### src/rtl/ssfb_pkg.sv
// Constants and types of the synchronous serial flash boot command interpreter
package ssfb_pkg;
	// Command codes
	localparam logic [7:0] CMD_PAGE_READ = 8'hFF;
	localparam logic [7:0] CMD_PAGE_PROG = 8'h41;
	localparam logic [7:0] CMD_BLK_ERASE = 8'h20;
	localparam logic [7:0] CMD_ERASE_ALL = 8'hA7;
	localparam logic [7:0] CMD_STAT_RD = 8'h70;
	localparam logic [7:0] CMD_STAT_CLR = 8'h50;
	localparam logic [7:0] CMD_LOCK_RD = 8'h71;
	localparam logic [7:0] CMD_LOCK_PROG = 8'h77;
	localparam logic [7:0] CMD_LOCK_EN = 8'h7A;
	localparam logic [7:0] CMD_LOCK_DIS = 8'h75;
	localparam logic [7:0] CMD_ID_CHECK = 8'hF5;
	localparam logic [7:0] CMD_DOWNLOAD = 8'hFA;
	localparam logic [7:0] CMD_VERSION = 8'hFB;
	localparam logic [7:0] CMD_BOOT_OUT = 8'hFC;
	localparam logic [7:0] CMD_CONFIRM = 8'hD0;
	// Serial framing
	localparam logic [2:0] LAST_BIT = 3'h7;
	localparam logic [7:0] IDLE_TX = 8'hFF;
	// Transfer indices within a command
	localparam logic [8:0] IDX_ADDR_MID = 9'h001;
	localparam logic [8:0] IDX_ADDR_HI = 9'h002;
	localparam logic [8:0] IDX_THIRD = 9'h003;
	localparam logic [8:0] IDX_FOURTH = 9'h004;
	localparam logic [8:0] IDX_FIFTH = 9'h005;
	localparam logic [8:0] IDX_VER_LAST = 9'h008;
	localparam logic [8:0] IDX_PAGE_END = 9'h102;
	localparam logic [7:0] BLOCK_TOP_LOW = 8'hFF;
	// Status byte fields
	localparam int SR_READY_BIT = 7;
	localparam int SR_ERASE_ERR_BIT = 5;
	localparam int SR_PROG_ERR_BIT = 4;
	// Extended status byte fields
	localparam int SR1_ID_OK_BIT = 2;
	localparam int SR1_BLANK_BIT = 0;
	// Cycles after reset release before the mode strap is caught
	localparam logic [1:0] STRAP_SETTLE = 2'h3;
	// Version text, arbitrary value
	localparam logic [63:0] VERSION_TEXT = 64'h3030_3031_2E52_4556;
	typedef enum logic [4:0] {
		S_OFF = 5'b00001,
		S_READY = 5'b00010,
		S_DECODE = 5'b00100,
		S_FETCH = 5'b01000,
		S_OP = 5'b10000
	} ssfb_state_t;
endpackage : ssfb_pkg

### src/rtl/ssfb_top.sv
// Command interpreter for the clock-synchronous serial flash boot mode
// What this block does
// - Sync mode entered if clock high at reset
// - Sample input bits on transfer clock rise
// - Drive output bits on transfer clock fall
// - Bytes are eight bits, LSB first
// - Busy high unless ready for next transfer
// - Page read: FF, address middle, address high
// - Page read returns 256 bytes, ascending
// - Status read returns status, then extended status
// - Erase all needs A7 then D0
// - Lock query: 71, two addresses, lock byte
// - Download: FA, size low/high, checksum, data
// - Version command outputs transfers two to nine
// - Boot output: FC, two addresses, 256 bytes
// - Without ID only status, ID, version accepted
// - Blank flash accepts every command
// - Output bytes from device, all others inbound
// - Status shows ready state and error results
// - Page program: 41, two addresses, 256 data
// - Block erase: 20, two addresses, then D0
// - Command 50 clears error bits, busy drops
// - Lock program: 77, two addresses, then D0
module ssfb_top (
	input wire logic clk,
	input wire logic nrst,
	input wire logic ce,
	input wire logic xfer_clock_pin,
	input wire logic serial_in_pin,
	input wire logic [7:0] fl_rdata,
	input wire logic fl_done,
	input wire logic fl_fail,
	input wire logic flash_blank,
	input wire logic id_verified,
	output logic serial_out_pin,
	output logic busy_out_pin,
	output logic mode_active_q,
	output logic [23:0] fl_addr_q,
	output logic [7:0] fl_wdata_q,
	output logic fl_rd_q,
	output logic fl_boot_q,
	output logic fl_wr_q,
	output logic fl_erase_blk_q,
	output logic fl_erase_all_q,
	output logic fl_lock_prog_q,
	output logic fl_lock_rd_q,
	output logic lock_enable_q,
	output logic lock_disable_q,
	output logic dl_valid_q,
	output logic [7:0] dl_data_q,
	output logic dl_exec_q
);
	ssfb_pkg::ssfb_state_t state_q;
	logic [8:0] idx_q;
	logic [7:0] cmd_q, rx_q, addr_mid_q, addr_hi_q, sum_q, chk_q, tx_data_q;
	logic [15:0] size_q, cnt_q;
	logic [1:0] cap_cnt_q;
	logic prog_fail_q, erase_fail_q, op_erase_q, tx_load_q;
	logic [7:0] rx_byte, ver_byte, status_w, status_ext_w, rd_off_w, wr_off_w, addr_hi_w;
	logic byte_done, rx_active, sclk_level;
	logic first_w, accept_w, clear_w, err_set_w, last_cnt_w, page_end_w;
	logic [2:0] ver_idx_w;
	logic [15:0] cnt_inc_w;

	// Every code the interpreter knows
	function automatic logic is_known(input logic [7:0] c);
		case (c)
			ssfb_pkg::CMD_PAGE_READ, ssfb_pkg::CMD_PAGE_PROG, ssfb_pkg::CMD_BLK_ERASE,
			ssfb_pkg::CMD_ERASE_ALL, ssfb_pkg::CMD_STAT_RD, ssfb_pkg::CMD_STAT_CLR,
			ssfb_pkg::CMD_LOCK_RD, ssfb_pkg::CMD_LOCK_PROG, ssfb_pkg::CMD_LOCK_EN,
			ssfb_pkg::CMD_LOCK_DIS, ssfb_pkg::CMD_ID_CHECK, ssfb_pkg::CMD_DOWNLOAD,
			ssfb_pkg::CMD_VERSION, ssfb_pkg::CMD_BOOT_OUT: is_known = 1'b1;
			default: is_known = 1'b0;
		endcase
	endfunction : is_known

	// Codes allowed before the access code is verified
	function automatic logic is_open(input logic [7:0] c);
		is_open = (c == ssfb_pkg::CMD_STAT_RD) || (c == ssfb_pkg::CMD_ID_CHECK) ||
			(c == ssfb_pkg::CMD_VERSION);
	endfunction : is_open

	// Byte shifter on the programmer's clock
	ssfb_serial u_serial (
		.clk(clk),
		.nrst(nrst),
		.ce(ce),
		.sclk_pin(xfer_clock_pin),
		.sdin_pin(serial_in_pin),
		.tx_load(tx_load_q),
		.tx_data(tx_data_q),
		.sdout_q(serial_out_pin),
		.rx_byte_q(rx_byte),
		.byte_done_q(byte_done),
		.active_q(rx_active),
		.sclk_level(sclk_level)
	);

	// Version text character for the next output transfer
	ssfb_vrom u_vrom (
		.index(ver_idx_w),
		.data(ver_byte)
	);

	// Decode of the byte under inspection
	assign first_w = (idx_q == 9'h000);
	assign accept_w = is_known(rx_q) && (id_verified || flash_blank || is_open(rx_q));
	assign clear_w = (state_q == ssfb_pkg::S_DECODE) && first_w && accept_w &&
		(rx_q == ssfb_pkg::CMD_STAT_CLR);
	assign err_set_w = (state_q == ssfb_pkg::S_OP) && fl_done && fl_fail;
	assign ver_idx_w = first_w ? 3'h0 : idx_q[2:0];
	assign rd_off_w = 8'(idx_q - 9'h002);
	assign wr_off_w = 8'(idx_q - 9'h003);
	assign addr_hi_w = (idx_q == ssfb_pkg::IDX_ADDR_HI) ? rx_q : addr_hi_q;
	assign cnt_inc_w = cnt_q + 16'h0001;
	assign last_cnt_w = (cnt_inc_w == size_q);
	assign page_end_w = (idx_q == ssfb_pkg::IDX_PAGE_END);

	// Status bytes: ready flag, error results, access state
	assign status_w = (8'h01 << ssfb_pkg::SR_READY_BIT) |
		({7'h00, erase_fail_q} << ssfb_pkg::SR_ERASE_ERR_BIT) |
		({7'h00, prog_fail_q} << ssfb_pkg::SR_PROG_ERR_BIT);
	assign status_ext_w = ({7'h00, id_verified} << ssfb_pkg::SR1_ID_OK_BIT) |
		({7'h00, flash_blank} << ssfb_pkg::SR1_BLANK_BIT);

	// Error flags: a failure in the clearing cycle still sets
	always_ff @(posedge clk) begin
		if (!nrst) begin
			prog_fail_q <= 1'b0;
			erase_fail_q <= 1'b0;
		end else if (ce) begin
			prog_fail_q <= (prog_fail_q & ~clear_w) | (err_set_w & ~op_erase_q);
			erase_fail_q <= (erase_fail_q & ~clear_w) | (err_set_w & op_erase_q);
		end
	end

	// Busy until idle and no byte on the wire; programmer paces on it
	always_ff @(posedge clk) begin
		if (!nrst) begin
			busy_out_pin <= 1'b1;
		end else if (ce) begin
			busy_out_pin <= (state_q != ssfb_pkg::S_READY) || rx_active || byte_done;
		end
	end

	// Command sequencer
	always_ff @(posedge clk) begin
		if (!nrst) begin
			state_q <= ssfb_pkg::S_OFF;
			cap_cnt_q <= 2'h0;
			mode_active_q <= 1'b0;
			idx_q <= 9'h000;
			cmd_q <= 8'h00;
			rx_q <= 8'h00;
			addr_mid_q <= 8'h00;
			addr_hi_q <= 8'h00;
			size_q <= 16'h0000;
			cnt_q <= 16'h0000;
			sum_q <= 8'h00;
			chk_q <= 8'h00;
			op_erase_q <= 1'b0;
			tx_load_q <= 1'b0;
			tx_data_q <= ssfb_pkg::IDLE_TX;
			fl_addr_q <= 24'h000000;
			fl_wdata_q <= 8'h00;
			{fl_rd_q, fl_boot_q, fl_wr_q, fl_erase_blk_q} <= 4'h0;
			{fl_erase_all_q, fl_lock_prog_q, fl_lock_rd_q} <= 3'h0;
			{lock_enable_q, lock_disable_q, dl_valid_q, dl_exec_q} <= 4'h0;
			dl_data_q <= 8'h00;
		end else if (ce) begin
			tx_load_q <= 1'b0;
			{fl_rd_q, fl_wr_q, fl_erase_blk_q} <= 3'h0;
			{fl_erase_all_q, fl_lock_prog_q, fl_lock_rd_q} <= 3'h0;
			{lock_enable_q, lock_disable_q, dl_valid_q, dl_exec_q} <= 4'h0;
			unique case (state_q)
				ssfb_pkg::S_OFF: begin
					// Catch the clock level once the synchroniser has settled
					if (cap_cnt_q != ssfb_pkg::STRAP_SETTLE) begin
						cap_cnt_q <= cap_cnt_q + 2'h1;
					end else if (sclk_level && !mode_active_q) begin
						mode_active_q <= 1'b1;
						state_q <= ssfb_pkg::S_READY;
					end
				end
				ssfb_pkg::S_READY: begin
					if (byte_done) begin
						rx_q <= rx_byte;
						state_q <= ssfb_pkg::S_DECODE;
					end
				end
				ssfb_pkg::S_DECODE: begin
					state_q <= ssfb_pkg::S_READY;
					if (first_w) begin
						// Refused or unknown codes leave the index at zero
						if (accept_w) begin
							cmd_q <= rx_q;
							idx_q <= ssfb_pkg::IDX_ADDR_MID;
							if (rx_q == ssfb_pkg::CMD_STAT_RD) begin
								tx_data_q <= status_w;
								tx_load_q <= 1'b1;
							end
							if (rx_q == ssfb_pkg::CMD_VERSION) begin
								tx_data_q <= ver_byte;
								tx_load_q <= 1'b1;
							end
							if (rx_q == ssfb_pkg::CMD_STAT_CLR) begin
								idx_q <= 9'h000;
							end
							if (rx_q == ssfb_pkg::CMD_LOCK_EN) begin
								lock_enable_q <= 1'b1;
								idx_q <= 9'h000;
							end
							if (rx_q == ssfb_pkg::CMD_LOCK_DIS) begin
								lock_disable_q <= 1'b1;
								idx_q <= 9'h000;
							end
						end
					end else begin
						idx_q <= idx_q + 9'h001;
						if (idx_q == ssfb_pkg::IDX_ADDR_MID) begin
							addr_mid_q <= rx_q;
						end
						if (idx_q == ssfb_pkg::IDX_ADDR_HI) begin
							addr_hi_q <= rx_q;
						end
						unique case (cmd_q)
							ssfb_pkg::CMD_PAGE_READ, ssfb_pkg::CMD_BOOT_OUT: begin
								// Output bytes are fetched one per transfer
								if (page_end_w) begin
									idx_q <= 9'h000;
								end else if (idx_q >= ssfb_pkg::IDX_ADDR_HI) begin
									fl_addr_q <= {addr_hi_w, addr_mid_q, rd_off_w};
									fl_boot_q <= (cmd_q == ssfb_pkg::CMD_BOOT_OUT);
									fl_rd_q <= 1'b1;
									state_q <= ssfb_pkg::S_FETCH;
								end
							end
							ssfb_pkg::CMD_PAGE_PROG: begin
								if (idx_q >= ssfb_pkg::IDX_THIRD) begin
									fl_addr_q <= {addr_hi_q, addr_mid_q, wr_off_w};
									fl_wdata_q <= rx_q;
									fl_wr_q <= 1'b1;
									op_erase_q <= 1'b0;
									state_q <= ssfb_pkg::S_OP;
									if (page_end_w) begin
										idx_q <= 9'h000;
									end
								end
							end
							ssfb_pkg::CMD_BLK_ERASE, ssfb_pkg::CMD_LOCK_PROG: begin
								if (idx_q == ssfb_pkg::IDX_THIRD) begin
									idx_q <= 9'h000;
									// Act only on the confirmation byte
									if (rx_q == ssfb_pkg::CMD_CONFIRM) begin
										fl_addr_q <= {addr_hi_q, addr_mid_q, ssfb_pkg::BLOCK_TOP_LOW};
										fl_erase_blk_q <= (cmd_q == ssfb_pkg::CMD_BLK_ERASE);
										fl_lock_prog_q <= (cmd_q == ssfb_pkg::CMD_LOCK_PROG);
										op_erase_q <= (cmd_q == ssfb_pkg::CMD_BLK_ERASE);
										state_q <= ssfb_pkg::S_OP;
									end
								end
							end
							ssfb_pkg::CMD_LOCK_RD: begin
								if (idx_q == ssfb_pkg::IDX_ADDR_HI) begin
									fl_addr_q <= {rx_q, addr_mid_q, ssfb_pkg::BLOCK_TOP_LOW};
									fl_lock_rd_q <= 1'b1;
									state_q <= ssfb_pkg::S_FETCH;
								end else if (idx_q == ssfb_pkg::IDX_THIRD) begin
									idx_q <= 9'h000;
								end
							end
							ssfb_pkg::CMD_ERASE_ALL: begin
								idx_q <= 9'h000;
								if (rx_q == ssfb_pkg::CMD_CONFIRM) begin
									fl_erase_all_q <= 1'b1;
									op_erase_q <= 1'b1;
									state_q <= ssfb_pkg::S_OP;
								end
							end
							ssfb_pkg::CMD_STAT_RD: begin
								if (idx_q == ssfb_pkg::IDX_ADDR_MID) begin
									tx_data_q <= status_ext_w;
									tx_load_q <= 1'b1;
								end else begin
									idx_q <= 9'h000;
								end
							end
							ssfb_pkg::CMD_VERSION: begin
								if (idx_q == ssfb_pkg::IDX_VER_LAST) begin
									idx_q <= 9'h000;
								end else begin
									tx_data_q <= ver_byte;
									tx_load_q <= 1'b1;
								end
							end
							ssfb_pkg::CMD_DOWNLOAD: begin
								// Size low, size high, checksum, then data
								if (idx_q == ssfb_pkg::IDX_ADDR_MID) begin
									size_q[7:0] <= rx_q;
								end else if (idx_q == ssfb_pkg::IDX_ADDR_HI) begin
									size_q[15:8] <= rx_q;
								end else if (idx_q == ssfb_pkg::IDX_THIRD) begin
									chk_q <= rx_q;
									sum_q <= 8'h00;
									cnt_q <= 16'h0000;
									if (size_q == 16'h0000) begin
										idx_q <= 9'h000;
										dl_exec_q <= (rx_q == 8'h00);
									end
								end else begin
									idx_q <= ssfb_pkg::IDX_FOURTH;
									dl_valid_q <= 1'b1;
									dl_data_q <= rx_q;
									sum_q <= sum_q + rx_q;
									cnt_q <= cnt_inc_w;
									if (last_cnt_w) begin
										idx_q <= 9'h000;
										dl_exec_q <= ((sum_q + rx_q) == chk_q);
									end
								end
							end
							ssfb_pkg::CMD_ID_CHECK: begin
								// Address, length, then the code bytes are consumed
								if (idx_q == ssfb_pkg::IDX_FOURTH) begin
									size_q <= {8'h00, rx_q};
									cnt_q <= 16'h0000;
									if (rx_q == 8'h00) begin
										idx_q <= 9'h000;
									end
								end else if (idx_q >= ssfb_pkg::IDX_FIFTH) begin
									idx_q <= ssfb_pkg::IDX_FIFTH;
									cnt_q <= cnt_inc_w;
									if (last_cnt_w) begin
										idx_q <= 9'h000;
									end
								end
							end
							default: begin
								idx_q <= 9'h000;
							end
						endcase
					end
				end
				ssfb_pkg::S_FETCH: begin
					// Read data goes out on the next transfer
					if (fl_done) begin
						tx_data_q <= fl_rdata;
						tx_load_q <= 1'b1;
						state_q <= ssfb_pkg::S_READY;
					end
				end
				ssfb_pkg::S_OP: begin
					if (fl_done) begin
						state_q <= ssfb_pkg::S_READY;
					end
				end
			endcase
		end
	end
endmodule : ssfb_top

### src/rtl/ssfb_vrom.sv
// Eight-byte version text lookup
module ssfb_vrom (
	input wire logic [2:0] index,
	output logic [7:0] data
);
	logic [7:0] text_mem [0:7];

	// Unpack the version text, first character in the low byte
	for (genvar g = 0; g < 8; g++) begin : g_text
		assign text_mem[g] = ssfb_pkg::VERSION_TEXT[g*8 +: 8];
	end
	assign data = text_mem[index];
endmodule : ssfb_vrom

### src/rtl/ssfb_serial.sv
// Clock-synchronous byte shifter on an externally driven transfer clock
module ssfb_serial (
	input wire logic clk,
	input wire logic nrst,
	input wire logic ce,
	input wire logic sclk_pin,
	input wire logic sdin_pin,
	input wire logic tx_load,
	input wire logic [7:0] tx_data,
	output logic sdout_q,
	output logic [7:0] rx_byte_q,
	output logic byte_done_q,
	output logic active_q,
	output logic sclk_level
);
	logic sclk_s1_q, sclk_s2_q, sclk_s3_q, sdin_s1_q, sdin_s2_q;
	logic [7:0] rx_sh_q;
	logic [7:0] tx_sh_q;
	logic [2:0] bit_cnt_q;
	logic rise_w, fall_w;

	// Two-stage synchronisers, third stage for edge finding
	always_ff @(posedge clk) begin
		if (!nrst) begin
			{sclk_s1_q, sclk_s2_q, sclk_s3_q} <= 3'h7; // Idle high, no false rise after reset
			{sdin_s1_q, sdin_s2_q} <= 2'h0;
		end else if (ce) begin
			{sclk_s1_q, sclk_s2_q, sclk_s3_q} <= {sclk_pin, sclk_s1_q, sclk_s2_q};
			{sdin_s1_q, sdin_s2_q} <= {sdin_pin, sdin_s1_q};
		end
	end

	assign rise_w = sclk_s2_q & ~sclk_s3_q;
	assign fall_w = ~sclk_s2_q & sclk_s3_q;
	assign sclk_level = sclk_s2_q;

	// Receive on rising edges, LSB first
	always_ff @(posedge clk) begin
		if (!nrst) begin
			rx_sh_q <= 8'h00;
			rx_byte_q <= 8'h00;
			bit_cnt_q <= 3'h0;
			byte_done_q <= 1'b0;
			active_q <= 1'b0;
		end else if (ce) begin
			byte_done_q <= 1'b0;
			if (fall_w) begin
				active_q <= 1'b1;
			end
			if (rise_w) begin
				rx_sh_q <= {sdin_s2_q, rx_sh_q[7:1]};
				bit_cnt_q <= bit_cnt_q + 3'h1;
				if (bit_cnt_q == ssfb_pkg::LAST_BIT) begin
					rx_byte_q <= {sdin_s2_q, rx_sh_q[7:1]};
					byte_done_q <= 1'b1;
					active_q <= 1'b0;
				end
			end
		end
	end

	// Transmit on falling edges; ones refill so an idle line reads high
	always_ff @(posedge clk) begin
		if (!nrst) begin
			tx_sh_q <= ssfb_pkg::IDLE_TX;
			sdout_q <= 1'b1;
		end else if (ce) begin
			if (tx_load) begin
				tx_sh_q <= tx_data;
			end else if (fall_w) begin
				sdout_q <= tx_sh_q[0];
				tx_sh_q <= {1'b1, tx_sh_q[7:1]};
			end
		end
	end
endmodule : ssfb_serial

### config.mk
export PLATFORM = sky130hd
export DESIGN_NAME = ssfb_top
export DESIGN_NICKNAME = d
export VERILOG_FILES = /design/src/rtl/ssfb_pkg.sv /design/src/rtl/ssfb_top.sv /design/src/rtl/ssfb_vrom.sv /design/src/rtl/ssfb_serial.sv
export SDC_FILE = /design/constraint.sdc
export NUM_CORES = 1
export LEC_CHECK = 0
export ABC_AREA = 0
export BUFFER_PORTS_ARGS = -buffer_cell sky130_fd_sc_hd__buf_2
export CAP_MARGIN = 15
export CELL_PAD_IN_SITES_DETAIL_PLACEMENT = 2
export CELL_PAD_IN_SITES_GLOBAL_PLACEMENT = 2
export CORE_MARGIN = 10
export CORE_UTILIZATION = 40
export CTS_CLUSTER_DIAMETER = 30
export DETAILED_ROUTE_END_ITERATION = 6
export PLACE_DENSITY = 0.91
export SLEW_MARGIN = 0
export SYNTH_ARGS = -nofsm -noshare
export SYNTH_HDL_FRONTEND = slang
export SYNTH_SLANG_ARGS = --single-unit
### constraint.sdc
create_clock -name clk -period 6.4 [get_ports clk]
set_clock_uncertainty 0.2 [all_clocks]
set_input_delay 0.64 -clock clk [delete_from_list [all_inputs] [get_ports clk]]
set_output_delay 0.64 -clock clk [all_outputs]
set_load 0.01 [all_outputs]
# --- Word-level counts from Yosys, hierarchy flattened ---
# Memories as Yosys holds them, arrays and structs flattened.
# Index checks and enable logic that the tools add are counted.
totals:
  rom_bits: 64
  latch_bits: 0
  output_inout_bits: 54
  ram_bits: 0
  regBits: 196
  memories: 1
  in_bits: 17
  wordCells: 331
classes:
  n_reduce_logical: 49
  eq_ne: 66
  n_mux: 137
  mul: 0
  addsub: 7
  div_mod_pow: 0
  shifts: 0
  n_lt_le_gt_ge: 4
  bitwise_logic: 22
mem_list:
  columns: ["memory", "depth", "width", "rd", "rd_clocked_by_memory_dff", "write_ports", "line_no", "rtl"]
  rows:
  - ["(no name shown)", 8, 8, 1, 0, 0, "ssfb_vrom.sv:12", "assign data = text_mem[index];"]
ops:
  columns: ["op", "n"]
  rows:
  - ["$mux 9", 17]
  - ["$mux 24", 6]
  - ["$mux 8", 16]
  - ["$eq 8x8->1 const B", 13]
  - ["$mux 16", 6]
  - ["$pmux 24 s4", 1]
  - ["$eq 8x7->1 const B", 11]
  - ["$pmux 9 s8", 1]
  - ["$mux 1", 67]
  - ["$pmux 16 s2", 2]
  - ["$mux 5", 8]
  - ["$ne 2x2->1 const B", 16]
  - ["$pmux 8 s2", 2]
  - ["$reduce_and 7->1", 4]
  - ["$pmux 5 s5", 1]
  - ["$pmux 5 s4", 1]
  - ["$eq 9x2->1 const B", 2]
  - ["$ge 9x2->1 const B", 2]
  - ["$reduce_and 3->1", 6]
  - ["$reduce_and 6->1", 3]
  - ["$add 16x1->16 const B", 1]
  - ["$eq 16x16->1", 1]
  - ["$eq 8x6->1 const B", 2]
  - ["$logic_not 16->1", 1]
  - ["49 further kinds", 95]

# --- Longest topological paths before layout ---
logic_depth:
  ltp_word: 10
  mapped_depth: 11

# --- Cells and area by module ---
# Synthesis repeated with hierarchy kept, for this count alone.
hier_totals:
  cells_unflattened: 1267
  area_unflattened_um2: 10368.7
by_module_without_submodules:
  columns: ["module", "n_inst", "cells_per_inst", "area_per_inst_um2"]
  rows:
  - ["ssfb_top", 1, 1114, 8846.0]
  - ["ssfb_serial", 1, 141, 1452.6]
  - ["ssfb_vrom", 1, 12, 70.1]

# --- Worst setup path after synthesis ---
# No wires, ideal clock.
synth_path:
  path_type: "reg2reg"
  start: "reg idx_q[0]"
  end: "reg dl_exec_q"
  required_ps: 6141
  arrival_ps: 2588
  setup_slack_ps: 3553
  stages_incl_launch_ff: 11
  setup_time_ps: 59
  cell_sequence: "dfxtp_1 -> clkbuf_1 -> inv_1 -> ha_1 -> inv_1 -> o311ai_1 -> nor3_1 -> nand3_1 -> or4_1 -> a2111oi_0 -> a31o_1"
synth_between:
  elab_chain_cells: 7
synth_lines:
  columns: ["element", "line_no", "rtl"]
  rows:
  - ["from (decl)", "ssfb_top.sv:54", "logic [8:0] idx_q;"]
  - ["from (signal assigned)", "ssfb_top.sv:197", "idx_q <= ssfb_pkg::IDX_ADDR_MID;"]
  - ["from (signal assigned)", "ssfb_top.sv:219", "idx_q <= idx_q + 9'h001;"]
  - ["from (signal assigned)", "ssfb_top.sv:311", "idx_q <= ssfb_pkg::IDX_FOURTH;"]
  - ["$eq 9x2->1", "ssfb_top.sv:302", "end else if (idx_q == ssfb_pkg::IDX_THIRD) begin"]
  - ["$mux 1", "ssfb_top.sv:302", null]
  - ["$mux 1", "ssfb_top.sv:300", "end else if (idx_q == ssfb_pkg::IDX_ADDR_HI) begin"]
  - ["$mux 1", "ssfb_top.sv:298", "if (idx_q == ssfb_pkg::IDX_ADDR_MID) begin"]
  - ["$mux 1", "ssfb_top.sv:226", "unique case (cmd_q)"]
  - ["$mux 1 *", "ssfb_top.sv:193", "if (first_w) begin"]
  - ["$mux 1 *", "ssfb_top.sv:175", "unique case (state_q)"]
  - ["to (signal assigned)", "ssfb_top.sv:308", "dl_exec_q <= (rx_q == 8'h00);"]
  - ["to (signal assigned)", "ssfb_top.sv:318", "dl_exec_q <= ((sum_q + rx_q) == chk_q);"]
  - ["to (decl)", "ssfb_top.sv:51", "output logic dl_exec_q"]
# Every way passes the cells marked *; elsewhere a longest branch is shown, timed or not.
# A chain may end at the register's enable or synchronous reset.

# --- Worst setup path in the final report ---
layout_path:
  start: "reg rx_q[0]"
  end: "reg dl_exec_q"
layout_between:
  elab_chain_cells: 9
layout_lines:
  columns: ["element", "line_no", "rtl"]
  rows:
  - ["from (decl)", "ssfb_top.sv:55", "logic [7:0] cmd_q, rx_q, addr_mid_q, addr_hi_q, sum_q, chk_q, tx_data_q;"]
  - ["from (signal assigned)", "ssfb_top.sv:187", "rx_q <= rx_byte;"]
  - ["$add 8x8->8", "ssfb_top.sv:318", null]
  - ["$eq 8x8->1", "ssfb_top.sv:318", null]
  - ["$mux 1", "ssfb_top.sv:316", "if (last_cnt_w) begin"]
  - ["$mux 1 *", "ssfb_top.sv:302", null]
  - ["$mux 1 *", "ssfb_top.sv:300", null]
  - ["$mux 1 *", "ssfb_top.sv:298", null]
  - ["$mux 1 *", "ssfb_top.sv:226", null]
  - ["$mux 1 *", "ssfb_top.sv:193", null]
  - ["$mux 1 *", "ssfb_top.sv:175", null]
# Marked as above.

==> out/metrics.yaml <==
status: "finished, final reports clean"
synth_area_leaders: "dfxtp_1 (39%), mux2i_1 (7.8%), nand2_1 (6.1%)"
yosys_register_bits: 195
num-nets-final: 1304
drv_slew: 0
rows: 58
cp_max_fo: 20
die_w_um: 179
synthArstFlopShare_pct: 0
worst_setup_path_end_kind: "flip-flop"
synth_top_area_share_pct: 38.5
die_area_sq_mm: 0.0321
cts_setup_buffers: 0
hpwl_um: 26300
yosys.area.top_type: "dfxtp_1"
htreeDepth: 4
total_power_w: 0.00248
highest_layer: "met4"
whs_path_depth: 3
path_buf_inv: 0
initial_core_util_pct: 40.5
hold_start: "xfer_clock_pin"
reg2reg_slack_ns: 2.12
n_antenna_cell: 0
core-area_sq_mm: 0.0250
worstPathRequired_ns: 6.63
clk_pin_slew_ns: 0.09
insertion_delay_ns: 0.47
drt_iter0_drc: 964
yosysWarnings: 0
min_path_type: "input pin to flip-flop"
nFillCells: 2719
clkSinkCount: 195
reg2regPathDepth: 9
post-route-period-util_pct: 66.9
synth_flop_cell: "dfxtp_1"
grt_pass1_vias: 11300
path_cells: "ha_1, fa_1, xnor2_1, nand2_1, nor4_1, nand3_1, or4_1, a2111oi_0, a31o_1"
avgSynthCellArea_sq_um: 8.12
grt_use_total_pct: 27.9
fp.dieH_um: 179
place.gp.congestion: 0.918
fmax_mhz: 234
cts_resized: 0
ir_drop_uv: 167
drcViolationCount: 0
firstDrtPassIters: 5
min_to: "u_serial.sclk_s1_q$_SDFFE_PN1P_"
port_buffers: 70
synth_cells: 1248
clockBufferDepth: 2
drtAntennaViolNets: 0
vias_per_cell: 6.42
fin_crit_ns: 4.28
yosysMostFrequentCell: "dfxtp_1"
r2r-end: "dl_exec_q$_SDFFE_PN0P_"
critPathMaxStageDelay_ns: 1.02
syn_area_sq_mm: 0.0101
via_count: 10300
critical_path.top_delay_family: "simple AND/OR/NAND/NOR gates"
wl_met3_um: 2550
cts_root_buffer: "clkbuf_16"
grt_pass1_wl_um: 69500
synth-seq-area-share_pct: 38.5
hold_buffers: 0
wl_met2_um: 22300
cts_made_buffers: 17
drv_cap: 0
wirelength_um: 45000
routedWlPerCell_um: 28.0
synthToLayoutAreaGrowth_pct: 11.1
rr_startpoint: "rx_q[0]$_SDFFE_PN0P_"
fin_util_pct: 45.0
rsz0062_at_grt: "false"
antenna_found_initial: 0
ys_types: 78
crit_slowest_cell: "dfxtp_1"
syn-num-nets: 1288
drive_gt1_share_pct: 11.1
arrival_ns: 4.50
overflow: 0
p_leak_nw: 4.20
io_pins: 71
report.final.setup_viol: 0
synth_common_cells: "dfxtp_1 (195), nand2_1 (165), nor2_1 (146)"
worstMarginPinSlew_ns: 1.23
cellPowerDensity_mw_per_mm2: 220
grt_max_degree: 72
relSlewSlack_pct: 17.7
tritoncts: "yes"
critPathLaunchType: "flip-flop"
hold_violations: 0
met1Wirelength_um: 18000
synth-edff-count: 0
fin_tns_setup_ns: 0
critical_path_class: "flip-flop to flip-flop"
logic make-up (layout without fill, tap and decap cells):
family | Yosys count | count (layout) | synth area share, %
simple gates | 533 | 533 | 25.8
compound gates | 270 | 270 | 16.8
flops | 195 | 195 | 38.5
buf+inv | 102 | 131 | 4.01
mux | 83 | 83 | 8.25
xor+xnor | 42 | 42 | 3.63
fa+ha+maj | 23 | 23 | 2.91
power breakdown:
part	internal (W)	leakage (nW)	switching, W
sequential	0.00122	1.57	0.0000131
clock	0.000532	0.291	0.000614
combinational	0.0000279	2.34	0.0000643
total	0.00178	4.20	0.000692
worst min-delay path: stages:
cell and delay [ns]:
buf_2 0.08, mux2i_1 0.07, nand2_1 0.07
metrics by stage:
stage          instances  setup slack, ns  instance area, sq um  hold WS, ns
6_report            1607             2.12                 11300        0.215
5_1_grt             1607             1.89                 11300        0.224
4_1_cts             1607             2.21                 11300        0.203
3_5_place_dp        1575             2.28                 10600        0.251
3_3_place_gp        1575             2.63                 10600        0.243
2_1_floorplan       1248             3.55                 10100        0.232
how the worst max path moves through the flow:
stage | start | slack, ns | end | cells past startpoint
detailed placement | ce | 2.28 | dl_data_q[0]$_SDFFE_PN0P_ | 8
global placement | ce | 2.63 | dl_data_q[0]$_SDFFE_PN0P_ | 8
floorplan | idx_q[0]$_SDFFE_PN0P_ | 3.55 | dl_exec_q$_SDFFE_PN0P_ | 10
global route | idx_q[0]$_SDFFE_PN0P_ | 1.89 | sum_q[5]$_SDFFE_PN0P_ | 9
CTS | rx_q[0]$_SDFFE_PN0P_ | 2.21 | dl_exec_q$_SDFFE_PN0P_ | 9
finish | rx_q[0]$_SDFFE_PN0P_ | 2.12 | dl_exec_q$_SDFFE_PN0P_ | 9
final cells by class:
cell class	instances	area (sq um)	share of cell area (%)
Sequential cell	195	3900	34.7
Multi-Input combinational cell	951	5830	51.8
Tap cell	330	413	3.67
Clock buffer	17	425	3.78
Clock inverter	15	185	1.65
Inverter	18	70.1	0.622
Timing Repair Buffer	81	433	3.85
layout by cell type, fill, tap and decap left out, drive strengths merged, types with 17 or more instances in the layout:
cell type and instances:
nor2 146, clkbuf 17, mux2i 79, a21oi 97
nand3 55, dfxtp 195, buf 81, nand2 165
inv 25, o21ai 65, nor4 22, nand4 19
ha 22, xnor2 31, nor3 29
per-layer routing:
metal	GRT usage, %	vias up
li1	-	4486
met5	0	-
met3	4.93	158
met4	15.3	0
met1	32.7	5217
met2	47.6	452
sequential cells by signal, indices dropped and copies added (netlist names), 9 cells and up:
signal	flops
fl_addr_q	24
cnt_q	16
size_q	16
idx_q	9
Note: power is estimated with default switching activity, not from simulation.
